## src/rst_pkg.sv

```systemverilog
// Package with constants, types and register map of the reset controller.
package rst_pkg;

	localparam logic [7:0] PROG_RESET_KEY = 8'h55;
	localparam logic [7:0] RSTKEY_NOP_A = 8'h55;
	localparam logic [7:0] RSTKEY_NOP_B = 8'haa;
	localparam logic [7:0] RSTKEY_POR = 8'h55;

	// Register offsets on the plain register port.
	localparam logic [3:0] OFS_PROG_CTRL2 = 4'h0;
	localparam logic [3:0] OFS_RESET_KEY = 4'h1;
	localparam logic [3:0] OFS_STATUS = 4'h2;
	localparam logic [3:0] OFS_FLAGS = 4'h3;
	localparam logic [3:0] OFS_INT_EN = 4'h4;
	localparam logic [3:0] OFS_TIMER_EN = 4'h5;
	localparam logic [3:0] OFS_PORT_DIR = 4'h6;
	localparam logic [3:0] OFS_SER_CTRL1 = 4'h7;
	localparam logic [3:0] OFS_SER_TOUT = 4'h8;
	localparam logic [3:0] OFS_SER_MODE = 4'h9;
	localparam logic [3:0] OFS_CORE = 4'ha;

	// Status and flags register bit positions.
	localparam int STAT_PWRDN_BIT = 4;
	localparam int STAT_TO_BIT = 5;
	localparam int FLAG_SWRST_BIT = 3;

	// Reset values.
	localparam logic [7:0] INT_EN_RST = 8'h00;
	localparam logic [7:0] TIMER_EN_RST = 8'h00;
	localparam logic [7:0] PORT_DIR_RST = 8'hff;
	localparam logic [7:0] SER_CTRL1_RST = 8'h81;
	localparam logic [7:0] UART_CTRL1_RST = 8'h00;
	localparam logic [7:0] SER_TOUT_RST = 8'h00;
	localparam logic [7:0] UART_BAUD_RST = 8'h00;
	localparam logic [7:0] PC_RST = 8'h00;
	localparam logic [2:0] SP_TOP = 3'h7;

	// Delay before a key-register reset fires, in ns and in cycles.
	localparam int CLK_PERIOD_NS = 4;
	localparam int SRESET_DELAY_NS = 64;
	localparam int SRESET_CYC = (SRESET_DELAY_NS + CLK_PERIOD_NS - 1) /
		CLK_PERIOD_NS;
	localparam logic [4:0] SRESET_CNT = 5'(SRESET_CYC);
	// Length of a generated internal reset pulse in cycles.
	localparam logic [2:0] PULSE_CNT = 3'h4;

	typedef enum logic [1:0] {
		MODE_FAST = 2'h0,
		MODE_SLOW = 2'h1,
		MODE_IDLE = 2'h2,
		MODE_SLEEP = 2'h3
	} run_mode_t;

	typedef enum logic [4:0] {
		RS_NONE = 5'h01,
		RS_FULL = 5'h02,
		RS_WARM = 5'h04,
		RS_LOWV = 5'h08,
		RS_DEEP = 5'h10
	} rst_kind_t;

	typedef struct packed {
		logic [3:0] addr;
		logic [7:0] wdata;
		logic wr;
		logic rd;
	} reg_req_t;

	typedef struct packed {
		logic [7:0] pc;
		logic [2:0] sp;
	} core_init_t;

endpackage

```

## src/reset_source_and_init_control.sv

```systemverilog
// Reset source handling, reset flags and initial state control.
// Function
// - Programming key 55h write resets whole device
// - Run-mode watchdog timeout: reset, set expiry flag
// - Sleep/idle timeout: clear PC, SP, set flags
// - Power-on or deep-sleep wake clears both flags
// - Low-voltage reset keeps both flags unchanged
// - Flags live in status, updated by events
// - Power-on reset disables all interrupts
// - Full reset clears watchdog, time bases; warm reset clears watchdog only; watchdog restarts
// - Power-on reset turns timer modules off
// - Power-on reset makes port pins inputs
// - PC zero; SP at stack top on full reset, zero on warm reset
// - Serial/UART registers share addresses via select bit
// - Bad reset key value resets after delay
`timescale 1ns/1ps
module reset_source_and_init_control (
	input wire logic ref_clk,
	input wire logic reset_n,
	input wire logic [3:0] reg_addr,
	input wire logic [7:0] reg_wdata,
	input wire logic reg_wr,
	input wire logic reg_rd,
	output logic [7:0] reg_rdata,
	input wire logic wdt_timeout,
	input wire logic low_voltage_reset,
	input wire logic deep_wake,
	input wire logic halt_enter,
	input wire logic [1:0] run_mode,
	output logic sys_reset,
	output logic core_reset,
	output logic [7:0] pc_init,
	output logic [2:0] sp_init,
	output logic wdt_clear,
	output logic timebase_clear,
	output logic [7:0] int_enable,
	output logic [7:0] timer_enable,
	output logic [7:0] port_dir_in,
	output logic watchdog_expiry_flag,
	output logic powerdown_flag
);
	logic rst_s1_q;
	logic rst_s2_q;
	logic rst_n;
	logic wdt_s;
	logic lowv_s;
	logic wake_s;
	logic wdt_prev_q;
	logic lowv_prev_q;
	logic wake_prev_q;
	logic wdt_ev;
	logic lowv_ev;
	logic wake_ev;
	rst_pkg::reg_req_t req;
	rst_pkg::rst_kind_t kind_d;
	logic prog_hit;
	logic [7:0] prog_ctrl2_q;
	logic [7:0] prog_ctrl2_d;
	logic [7:0] key_q;
	logic [7:0] key_d;
	logic to_q;
	logic to_d;
	logic pwrdn_q;
	logic pwrdn_d;
	logic swrst_q;
	logic swrst_d;
	logic [7:0] int_en_q;
	logic [7:0] int_en_d;
	logic [7:0] tmr_en_q;
	logic [7:0] tmr_en_d;
	logic [7:0] dir_q;
	logic [7:0] dir_d;
	logic uart_sel_q;
	logic uart_sel_d;
	logic [7:0] ser_c1_q;
	logic [7:0] ser_c1_d;
	logic [7:0] uart_c1_q;
	logic [7:0] uart_c1_d;
	logic [7:0] ser_to_q;
	logic [7:0] ser_to_d;
	logic [7:0] baud_q;
	logic [7:0] baud_d;
	logic [4:0] dly_q;
	logic [4:0] dly_d;
	logic dly_run_q;
	logic dly_run_d;
	logic [7:0] rdata_q;
	logic [7:0] rdata_d;
	rst_pkg::core_init_t core_q;
	rst_pkg::core_init_t core_d;
	logic full_req;
	logic warm_req;
	logic full_pulse;
	logic warm_pulse;
	logic key_bad;
	logic lowpower;

	// Release the external reset through two flip-flops.
	always_ff @(posedge ref_clk or negedge reset_n) begin
		if (!reset_n) begin
			rst_s1_q <= 1'b0;
			rst_s2_q <= 1'b0;
		end else begin
			rst_s1_q <= 1'b1;
			rst_s2_q <= rst_s1_q;
		end
	end
	assign rst_n = rst_s2_q;

	rst_sync3 u_sync_wdt (
		.ref_clk(ref_clk),
		.rst_n(rst_n),
		.din(wdt_timeout),
		.dout(wdt_s)
	);
	rst_sync3 u_sync_lowv (
		.ref_clk(ref_clk),
		.rst_n(rst_n),
		.din(low_voltage_reset),
		.dout(lowv_s)
	);
	rst_sync3 u_sync_wake (
		.ref_clk(ref_clk),
		.rst_n(rst_n),
		.din(deep_wake),
		.dout(wake_s)
	);

	assign wdt_ev = wdt_s & ~wdt_prev_q;
	assign lowv_ev = lowv_s & ~lowv_prev_q;
	assign wake_ev = wake_s & ~wake_prev_q;
	assign req = '{addr: reg_addr, wdata: reg_wdata, wr: reg_wr, rd: reg_rd};
	assign lowpower = (run_mode == rst_pkg::MODE_IDLE) ||
		(run_mode == rst_pkg::MODE_SLEEP);
	assign key_bad = (key_q != rst_pkg::RSTKEY_NOP_A) &&
		(key_q != rst_pkg::RSTKEY_NOP_B);
	assign prog_hit = req.wr && req.addr == rst_pkg::OFS_PROG_CTRL2 &&
		req.wdata == rst_pkg::PROG_RESET_KEY;

	// Reset requests from every source except the external reset pin are classified in one place.
	always_comb begin
		full_req = 1'b0;
		warm_req = 1'b0;
		kind_d = rst_pkg::RS_NONE;
		if (prog_hit) begin
			full_req = 1'b1;
			kind_d = rst_pkg::RS_FULL;
		end else if (dly_run_q && dly_q == 5'h0) begin
			full_req = 1'b1;
			kind_d = rst_pkg::RS_FULL;
		end else if (wdt_ev && !lowpower) begin
			full_req = 1'b1;
			kind_d = rst_pkg::RS_FULL;
		end else if (wdt_ev) begin
			warm_req = 1'b1;
			kind_d = rst_pkg::RS_WARM;
		end else if (lowv_ev && !lowpower) begin
			full_req = 1'b1;
			kind_d = rst_pkg::RS_LOWV;
		end else if (wake_ev) begin
			full_req = 1'b1;
			kind_d = rst_pkg::RS_DEEP;
		end
	end

	rst_pulse u_full (
		.ref_clk(ref_clk),
		.rst_n(rst_n),
		.req(full_req),
		.pulse(full_pulse)
	);
	rst_pulse u_warm (
		.ref_clk(ref_clk),
		.rst_n(rst_n),
		.req(warm_req),
		.pulse(warm_pulse)
	);

	// Register file and reset effects on the controlled state.
	always_comb begin
		prog_ctrl2_d = prog_ctrl2_q;
		key_d = key_q;
		to_d = to_q;
		pwrdn_d = pwrdn_q;
		swrst_d = swrst_q;
		int_en_d = int_en_q;
		tmr_en_d = tmr_en_q;
		dir_d = dir_q;
		uart_sel_d = uart_sel_q;
		ser_c1_d = ser_c1_q;
		uart_c1_d = uart_c1_q;
		ser_to_d = ser_to_q;
		baud_d = baud_q;
		core_d = core_q;
		dly_d = dly_q;
		dly_run_d = dly_run_q;
		if (req.wr) begin
			case (req.addr)
				rst_pkg::OFS_PROG_CTRL2: prog_ctrl2_d = req.wdata;
				rst_pkg::OFS_RESET_KEY: key_d = req.wdata;
				rst_pkg::OFS_FLAGS: begin
					// Software may only clear the flag.
					if (!req.wdata[rst_pkg::FLAG_SWRST_BIT]) begin
						swrst_d = 1'b0;
					end
				end
				rst_pkg::OFS_INT_EN: int_en_d = req.wdata;
				rst_pkg::OFS_TIMER_EN: tmr_en_d = req.wdata;
				rst_pkg::OFS_PORT_DIR: dir_d = req.wdata;
				rst_pkg::OFS_SER_CTRL1: begin
					if (uart_sel_q) begin
						uart_c1_d = req.wdata;
					end else begin
						ser_c1_d = req.wdata;
					end
				end
				rst_pkg::OFS_SER_TOUT: begin
					if (uart_sel_q) begin
						baud_d = req.wdata;
					end else begin
						ser_to_d = req.wdata;
					end
				end
				rst_pkg::OFS_SER_MODE: uart_sel_d = req.wdata[0];
				default: begin
				end
			endcase
		end
		// A corrupted key starts the delayed reset once.
		if (key_bad && !dly_run_q) begin
			dly_run_d = 1'b1;
			dly_d = rst_pkg::SRESET_CNT;
		end else if (dly_run_q && dly_q != 5'h0) begin
			dly_d = dly_q - 5'h1;
		end
		if (halt_enter) begin
			pwrdn_d = 1'b1;
		end
		// Reset effects land last so they win over software writes.
		case (kind_d)
			rst_pkg::RS_FULL, rst_pkg::RS_LOWV, rst_pkg::RS_DEEP: begin
				prog_ctrl2_d = 8'h00;
				key_d = rst_pkg::RSTKEY_POR;
				dly_run_d = 1'b0;
				dly_d = 5'h0;
				int_en_d = rst_pkg::INT_EN_RST;
				tmr_en_d = rst_pkg::TIMER_EN_RST;
				dir_d = rst_pkg::PORT_DIR_RST;
				uart_sel_d = 1'b0;
				ser_c1_d = rst_pkg::SER_CTRL1_RST;
				uart_c1_d = rst_pkg::UART_CTRL1_RST;
				ser_to_d = rst_pkg::SER_TOUT_RST;
				baud_d = rst_pkg::UART_BAUD_RST;
				core_d.pc = rst_pkg::PC_RST;
				core_d.sp = rst_pkg::SP_TOP;
				if (dly_run_q && dly_q == 5'h0) begin
					swrst_d = 1'b1;
				end
				if (kind_d == rst_pkg::RS_DEEP) begin
					to_d = 1'b0;
					pwrdn_d = 1'b0;
				end else if (kind_d == rst_pkg::RS_FULL && wdt_ev &&
					!(dly_run_q && dly_q == 5'h0) && !prog_hit) begin
					to_d = 1'b1;
				end
			end
			rst_pkg::RS_WARM: begin
				core_d.pc = rst_pkg::PC_RST;
				core_d.sp = 3'h0;
				to_d = 1'b1;
				pwrdn_d = 1'b1;
			end
			default: begin
			end
		endcase
	end

	// Read data stand in the cycle after the read strobe.
	always_comb begin
		rdata_d = 8'h00;
		if (req.rd) begin
			case (req.addr)
				rst_pkg::OFS_PROG_CTRL2: rdata_d = prog_ctrl2_q;
				rst_pkg::OFS_RESET_KEY: rdata_d = key_q;
				rst_pkg::OFS_STATUS: begin
					rdata_d[rst_pkg::STAT_TO_BIT] = to_q;
					rdata_d[rst_pkg::STAT_PWRDN_BIT] = pwrdn_q;
				end
				rst_pkg::OFS_FLAGS: rdata_d[rst_pkg::FLAG_SWRST_BIT] = swrst_q;
				rst_pkg::OFS_INT_EN: rdata_d = int_en_q;
				rst_pkg::OFS_TIMER_EN: rdata_d = tmr_en_q;
				rst_pkg::OFS_PORT_DIR: rdata_d = dir_q;
				rst_pkg::OFS_SER_CTRL1:
					rdata_d = uart_sel_q ? uart_c1_q : ser_c1_q;
				rst_pkg::OFS_SER_TOUT:
					rdata_d = uart_sel_q ? baud_q : ser_to_q;
				rst_pkg::OFS_SER_MODE: rdata_d = {7'h00, uart_sel_q};
				rst_pkg::OFS_CORE: rdata_d = core_q.pc;
				default: rdata_d = 8'h00;
			endcase
		end
	end

	always_ff @(posedge ref_clk or negedge rst_n) begin
		if (!rst_n) begin
			wdt_prev_q <= 1'b0;
			lowv_prev_q <= 1'b0;
			wake_prev_q <= 1'b0;
			prog_ctrl2_q <= 8'h00;
			key_q <= rst_pkg::RSTKEY_POR;
			to_q <= 1'b0;
			pwrdn_q <= 1'b0;
			swrst_q <= 1'b0;
			int_en_q <= rst_pkg::INT_EN_RST;
			tmr_en_q <= rst_pkg::TIMER_EN_RST;
			dir_q <= rst_pkg::PORT_DIR_RST;
			uart_sel_q <= 1'b0;
			ser_c1_q <= rst_pkg::SER_CTRL1_RST;
			uart_c1_q <= rst_pkg::UART_CTRL1_RST;
			ser_to_q <= rst_pkg::SER_TOUT_RST;
			baud_q <= rst_pkg::UART_BAUD_RST;
			core_q <= '{pc: rst_pkg::PC_RST, sp: rst_pkg::SP_TOP};
			dly_q <= 5'h0;
			dly_run_q <= 1'b0;
			rdata_q <= 8'h00;
		end else begin
			wdt_prev_q <= wdt_s;
			lowv_prev_q <= lowv_s;
			wake_prev_q <= wake_s;
			prog_ctrl2_q <= prog_ctrl2_d;
			key_q <= key_d;
			to_q <= to_d;
			pwrdn_q <= pwrdn_d;
			swrst_q <= swrst_d;
			int_en_q <= int_en_d;
			tmr_en_q <= tmr_en_d;
			dir_q <= dir_d;
			uart_sel_q <= uart_sel_d;
			ser_c1_q <= ser_c1_d;
			uart_c1_q <= uart_c1_d;
			ser_to_q <= ser_to_d;
			baud_q <= baud_d;
			core_q <= core_d;
			dly_q <= dly_d;
			dly_run_q <= dly_run_d;
			rdata_q <= rdata_d;
		end
	end

	// The power-up reset also counts as a full reset toward peripherals.
	assign sys_reset = full_pulse | ~rst_n;
	assign core_reset = warm_pulse | full_pulse | ~rst_n;
	assign wdt_clear = sys_reset | warm_pulse;
	assign timebase_clear = sys_reset;
	assign pc_init = core_q.pc;
	assign sp_init = core_q.sp;
	assign int_enable = int_en_q;
	assign timer_enable = tmr_en_q;
	assign port_dir_in = dir_q;
	assign watchdog_expiry_flag = to_q;
	assign powerdown_flag = pwrdn_q;
	assign reg_rdata = rdata_q;
endmodule

```

## src/rst_sync3.sv

```systemverilog
// Three-stage synchroniser with agreement filter for asynchronous events.
`timescale 1ns/1ps
module rst_sync3 (
	input wire logic ref_clk,
	input wire logic rst_n,
	input wire logic din,
	output logic dout
);
	logic [2:0] sh_q;
	logic [2:0] sh_d;
	logic out_q;
	logic out_d;

	always_comb begin
		sh_d = {sh_q[1:0], din};
		// The first stage is only seen by the second.
		out_d = (sh_q[2] == sh_q[1]) ? sh_q[1] : out_q;
	end

	always_ff @(posedge ref_clk or negedge rst_n) begin
		if (!rst_n) begin
			sh_q <= 3'h0;
			out_q <= 1'b0;
		end else begin
			sh_q <= sh_d;
			out_q <= out_d;
		end
	end

	assign dout = out_q;
endmodule

```

## src/rst_pulse.sv

```systemverilog
// Stretcher that turns a reset request into a synchronous pulse.
`timescale 1ns/1ps
module rst_pulse (
	input wire logic ref_clk,
	input wire logic rst_n,
	input wire logic req,
	output logic pulse
);
	logic [2:0] cnt_q;
	logic [2:0] cnt_d;

	always_comb begin
		if (req) begin
			cnt_d = rst_pkg::PULSE_CNT;
		end else if (cnt_q != 3'h0) begin
			cnt_d = cnt_q - 3'h1;
		end else begin
			cnt_d = cnt_q;
		end
	end

	always_ff @(posedge ref_clk or negedge rst_n) begin
		if (!rst_n) begin
			cnt_q <= 3'h0;
		end else begin
			cnt_q <= cnt_d;
		end
	end

	assign pulse = (cnt_q != 3'h0);
endmodule

```

## config.mk

```make
export PLATFORM = sky130hd
export DESIGN_NAME = reset_source_and_init_control
export DESIGN_NICKNAME = d
export VERILOG_FILES = /design/src/rst_pkg.sv /design/src/reset_source_and_init_control.sv /design/src/rst_sync3.sv /design/src/rst_pulse.sv
export SDC_FILE = /design/constraint.sdc
export NUM_CORES = 1
export LEC_CHECK = 0
export BUFFER_PORTS_ARGS = -buffer_cell sky130_fd_sc_hd__buf_2
export CORE_ASPECT_RATIO = 0.9
export CORE_MARGIN = 5
export CORE_UTILIZATION = 40
export DETAILED_ROUTE_END_ITERATION = 7
export PLACE_DENSITY = 0.62
export SLEW_MARGIN = 20
export SYNTH_ARGS = -nofsm -noshare
export SYNTH_HDL_FRONTEND = slang
export SYNTH_SLANG_ARGS = --single-unit
```

## constraint.sdc

```tcl
create_clock -name ref_clk -period 4.45 [get_ports ref_clk]
set_input_delay 1.335 -clock ref_clk [delete_from_list [all_inputs] [get_ports ref_clk]]
set_output_delay 1.335 -clock ref_clk [all_outputs]
set_load 0.005 [all_outputs]
```

==> results.md <==
| Group | Parameter | Value |
|:---|:---|:---|
| global route | Via count of the first global-routing pass | 4352 |
| power and ir drop | Peak supply drop | 0.000255 V |
| worst setup path | Register-to-register setup slack | 1.71 ns |
| placement | Dpl cell area | 6180 sq um |
| final layout | Cell area after layout | 6850 sq um |
| synth | Synthesized instance count | 550 |
| worst setup path | Critical path capture point | core_reset |
| synth | Post-Syn Area | 5900 sq um |
| worst setup path | Arrival time of data at the critical path endpoint | 1.95 ns |
| clocking | Count of clock tree sinks | 114 |
| flow run | Max-cap viol count | 0 |
| worst setup path | Crit path capture type | output pin |
| power and ir drop | Power Density | 510 nW/um^2 |
| synth | Synth cell types | 58 |
| placement | Routability cong. | 0.871 |
| placement | HPWL reported at the end of detailed placement | 9.87 mm |
| final layout | Commonest cells after routing, fill and taps aside | sky130_fd_sc_hd__dfrtp_1, sky130_fd_sc_hd__mux2i_1, sky130_fd_sc_hd__buf_2 |
| routing | Via density | 5.31 |
| power and ir drop | Post-route total power | 3.50 mW |
| sta | Pins over their slew limit | 0 |
| sta | Slew at the pin with the worst max-slew slack | 0.981 ns |
| clocking | Skew-Pair Late Insertion Delay | 0.42 ns |
| worst setup path | Required arrival time at the worst endpoint | 3.12 ns |
| routing | Via Count | 4265 |
| sta | Clock skew | 0.00548 ns |
| sta | Final Hold Fails | 0 |
| routing | Routed wire per std cell | 18.6 um |
| sta | Clock period minus worst slack | 3.29 ns |
| final layout | Final #Nets | 620 |
| hold path | Hold path start | rst_s1_q |
| worst setup path | Critical path startpoint | u_full.cnt_q[0] |
| final layout | Area added between synthesis and finish | 16.2% |
| routing | Antenna Nets Post-Route | 0 |
| synth | Ys async rst share | 100% |
| power and ir drop | Leakage | 3.03 nW |
| clocking | Post-CTS Resized | 0 |
| synth | Post-Syn Area per Cell | 10.7 sq um |
| synth | Number of enable-type register cells in the synthesized netlist | 0 |
| final layout | Non-filler cells in the finished layout | 803 |
| outcome | Outcome | completed |
| floorplanning | Area of the die | 17300 sq um |
| routing | DRC | 0 |
| routing | Count of routing violations after the opening detailed-route iteration | 442 |
| final layout | Number of inserted diodes | 0 |
| sta | Minimum hold slack | 0.348 ns |
| global route | First-pass GRT wire length | 24.4 mm |
| synth | Share of synthesized area occupied by flip-flops and latches | 48.7% |
| hold path | Worst min-delay path category | flop to flop |
| clocking | TritonCTS clock tree | done |
| sta | Setup violation total in the final timing report | 0 |
| sta | Timing-limited maximum frequency | 0.304 GHz |
| floorplanning | Horizontal extent of the die | 138 um |
| floorplanning | Placeable core region | 14600 sq um |
| placement | Port-buffer cells | 61 |
| clocking | Hold_buf cts | 0 |
| clocking | Clock root buffer master | sky130_fd_sc_hd__clkbuf_16 |
| clocking | TritonCTS buffer count | 17 |
| worst setup path | Capture point of the worst reg-to-reg path | baud_q[1] |
| synth | Commonest register cell after synthesis | sky130_fd_sc_hd__dfrtp_1 |
| synth | Dominant cells by area after synthesis | sky130_fd_sc_hd__dfrtp_1, sky130_fd_sc_hd__mux2i_1, sky130_fd_sc_hd__dfstp_2 |
| sta | Unrepaired setup endpoints after global routing | no |
| synth | Synth top area share | 42.0% |
| sta | Final clock period utilization by the worst path | 73.8% |
| placement | Placed cells | 771 |
| worst setup path | Path depth of the worst reg2reg path | 4 |
| clocking | Buffer depth of the longest clock path | 2 |
| floorplanning | Number of primary I/O pins | 71 |
| worst setup path | Critical path class | flop to output pin |
| global route | Total gr overflow | 0 |
| routing | Wire length after detailed routing | 14.9 mm |
| global route | Overall track demand over capacity in global routing | 18.5% |
| synth | Library cell occupying the most area in the post-synthesis netlist | sky130_fd_sc_hd__dfrtp_1 |
| sta | Final sum of negative setup slack | 0 ns |
| sta | Headroom to the max-slew limit | 34.6% |
| worst setup path | Critical-path maximum fanout | 4 |
| floorplanning | Total number of placement rows | 42 |
| clocking | Post CTS Setup Buffer Count | 0 |
| global route | Antenna violations before repair | 0 |
| floorplanning | Die Ht | 125 um |
| clocking | CTS clk-pin slew, worst paths | 0.06 ns |
| synth | Number of flip-flops and latches in the synthesized netlist | 114 |
| worst setup path | Launch point of the worst reg-to-reg path | uart_sel_q |
| global route | Largest net degree at the start of global routing | 68 |
| final layout | Commonest non-fill, non-tap cell in the layout | sky130_fd_sc_hd__dfrtp_1 |
| floorplanning | Initial cell density of the core | 40.4% |
| clocking | Max H-tree Level | 4 |
| final layout | Fraction of layout instances using a drive strength above 1 | 26.9% |
| routing | First drt pass iteration count | 5 |
| worst setup path | Crit start category | flop |
| synth | Yosys warning total | 0 |
-- report_power, final --
group,leakage (nW),internal (mW),switching (mW)
registers,1.47,1.15,0.0880
logic,1.24,0.245,0.465
clock network,0.315,1.06,0.488
total,3.03,2.46,1.04
-- worst min-delay path by stage --
stage          slack (ns)  cells after the start                   to
3_3_place_gp         0.34                      0   u_sync_wdt.sh_q[1]
5_1_grt              0.36                      0  u_sync_lowv.sh_q[1]
2_1_floorplan        0.33                      0                rst_n
3_5_place_dp         0.34                      0  u_sync_lowv.sh_q[1]
6_report             0.35                      0                rst_n
4_1_cts              0.35                      0  u_sync_lowv.sh_q[1]
-- state kept, by name, summed over array words and instances, names as in the netlist, 3 cells and up --
| name | count |
|---|---|
| ser_c1_q | 8 |
| u_full.cnt_q | 3 |
| baud_q | 8 |
| ser_to_q | 8 |
| key_q | 8 |
| u_warm.cnt_q | 3 |
| int_enable | 8 |
| prog_ctrl2_q | 8 |
| dly_q | 5 |
| port_dir_in | 8 |
| reg_rdata | 8 |
| u_sync_lowv.sh_q | 3 |
| uart_c1_q | 8 |
| u_sync_wdt.sh_q | 3 |
| u_sync_wake.sh_q | 3 |
| timer_enable | 8 |
-- through the flow --
| step | util (%) | setup WS, ns |
|---|---|---|
| CTS | 46.9 | 1.12 |
| global route | 46.9 | 1.02 |
| floorplan | - | 0.792 |
| detailed placement | 42.3 | 0.895 |
| global placement | 42.3 | 0.925 |
| finish | 46.9 | 1.16 |
-- per-layer routing --
layer | vias to the layer above | global-route usage [%] | wire length, um
li1 | 1973 | - | -
met5 | - | 0 | 0
met1 | 2132 | 25.7 | 6760
met2 | 138 | 27.5 | 7010
met3 | 22 | 5.18 | 806
met4 | 0 | 6.80 | 340
-- cells by family after synthesis --
kind of cell               share of synthesized area [%]
AOI/OAI and AO/OA                                   9.61
xor gates and xnor gates                           0.297
adders and majority gates                           1.78
buffers and inverters                               6.54
DFF                                                 48.7
muxes                                               12.5
other                                              0.127
and+or+nand+nor                                     20.5
-- critical path: stages (launching register included) --
cell,delay (ns)
sky130_fd_sc_hd__dfrtp_1,0.36
sky130_fd_sc_hd__inv_1,0.11
sky130_fd_sc_hd__ha_1,0.17
sky130_fd_sc_hd__nor2b_1,0.28
sky130_fd_sc_hd__nand2_1,0.15
sky130_fd_sc_hd__or2_2,0.33
sky130_fd_sc_hd__buf_2,0.13
-- area by class of cell --
cell class | instances | area [sq um]
Clock buffer | 19 | 443
Clock inverter | 13 | 233
Fill cell | 1409 | 7760
Inverter | 11 | 41.3
Multi-Input combinational cell | 382 | 2670
Sequential cell | 114 | 2880
Tap cell | 198 | 248
Timing Repair Buffer | 66 | 343
-- Yosys cell counts, types with 4 or more instances --
| cell type | number |
|---|---|
| sky130_fd_sc_hd__buf_2 | 15 |
| sky130_fd_sc_hd__inv_1 | 11 |
| sky130_fd_sc_hd__nand3b_1 | 4 |
| sky130_fd_sc_hd__nor2b_1 | 8 |
| sky130_fd_sc_hd__nand3_1 | 23 |
| sky130_fd_sc_hd__mux2i_1 | 69 |
| sky130_fd_sc_hd__a21oi_1 | 36 |
| sky130_fd_sc_hd__o22ai_1 | 8 |
| sky130_fd_sc_hd__nand2b_1 | 5 |
| sky130_fd_sc_hd__clkbuf_1 | 10 |
| sky130_fd_sc_hd__buf_4 | 17 |
| sky130_fd_sc_hd__dfstp_2 | 15 |
| sky130_fd_sc_hd__nor3_1 | 6 |
| sky130_fd_sc_hd__and4bb_2 | 4 |
| sky130_fd_sc_hd__nor2_1 | 36 |
| sky130_fd_sc_hd__nand2_1 | 54 |
| sky130_fd_sc_hd__and3_1 | 4 |
| sky130_fd_sc_hd__o21ai_0 | 24 |
| sky130_fd_sc_hd__nor2_4 | 31 |
| sky130_fd_sc_hd__ha_1 | 6 |
| sky130_fd_sc_hd__dfrtp_1 | 99 |
| sky130_fd_sc_hd__a22oi_1 | 7 |
No activity file was read; power rests on OpenSTA's default activity.
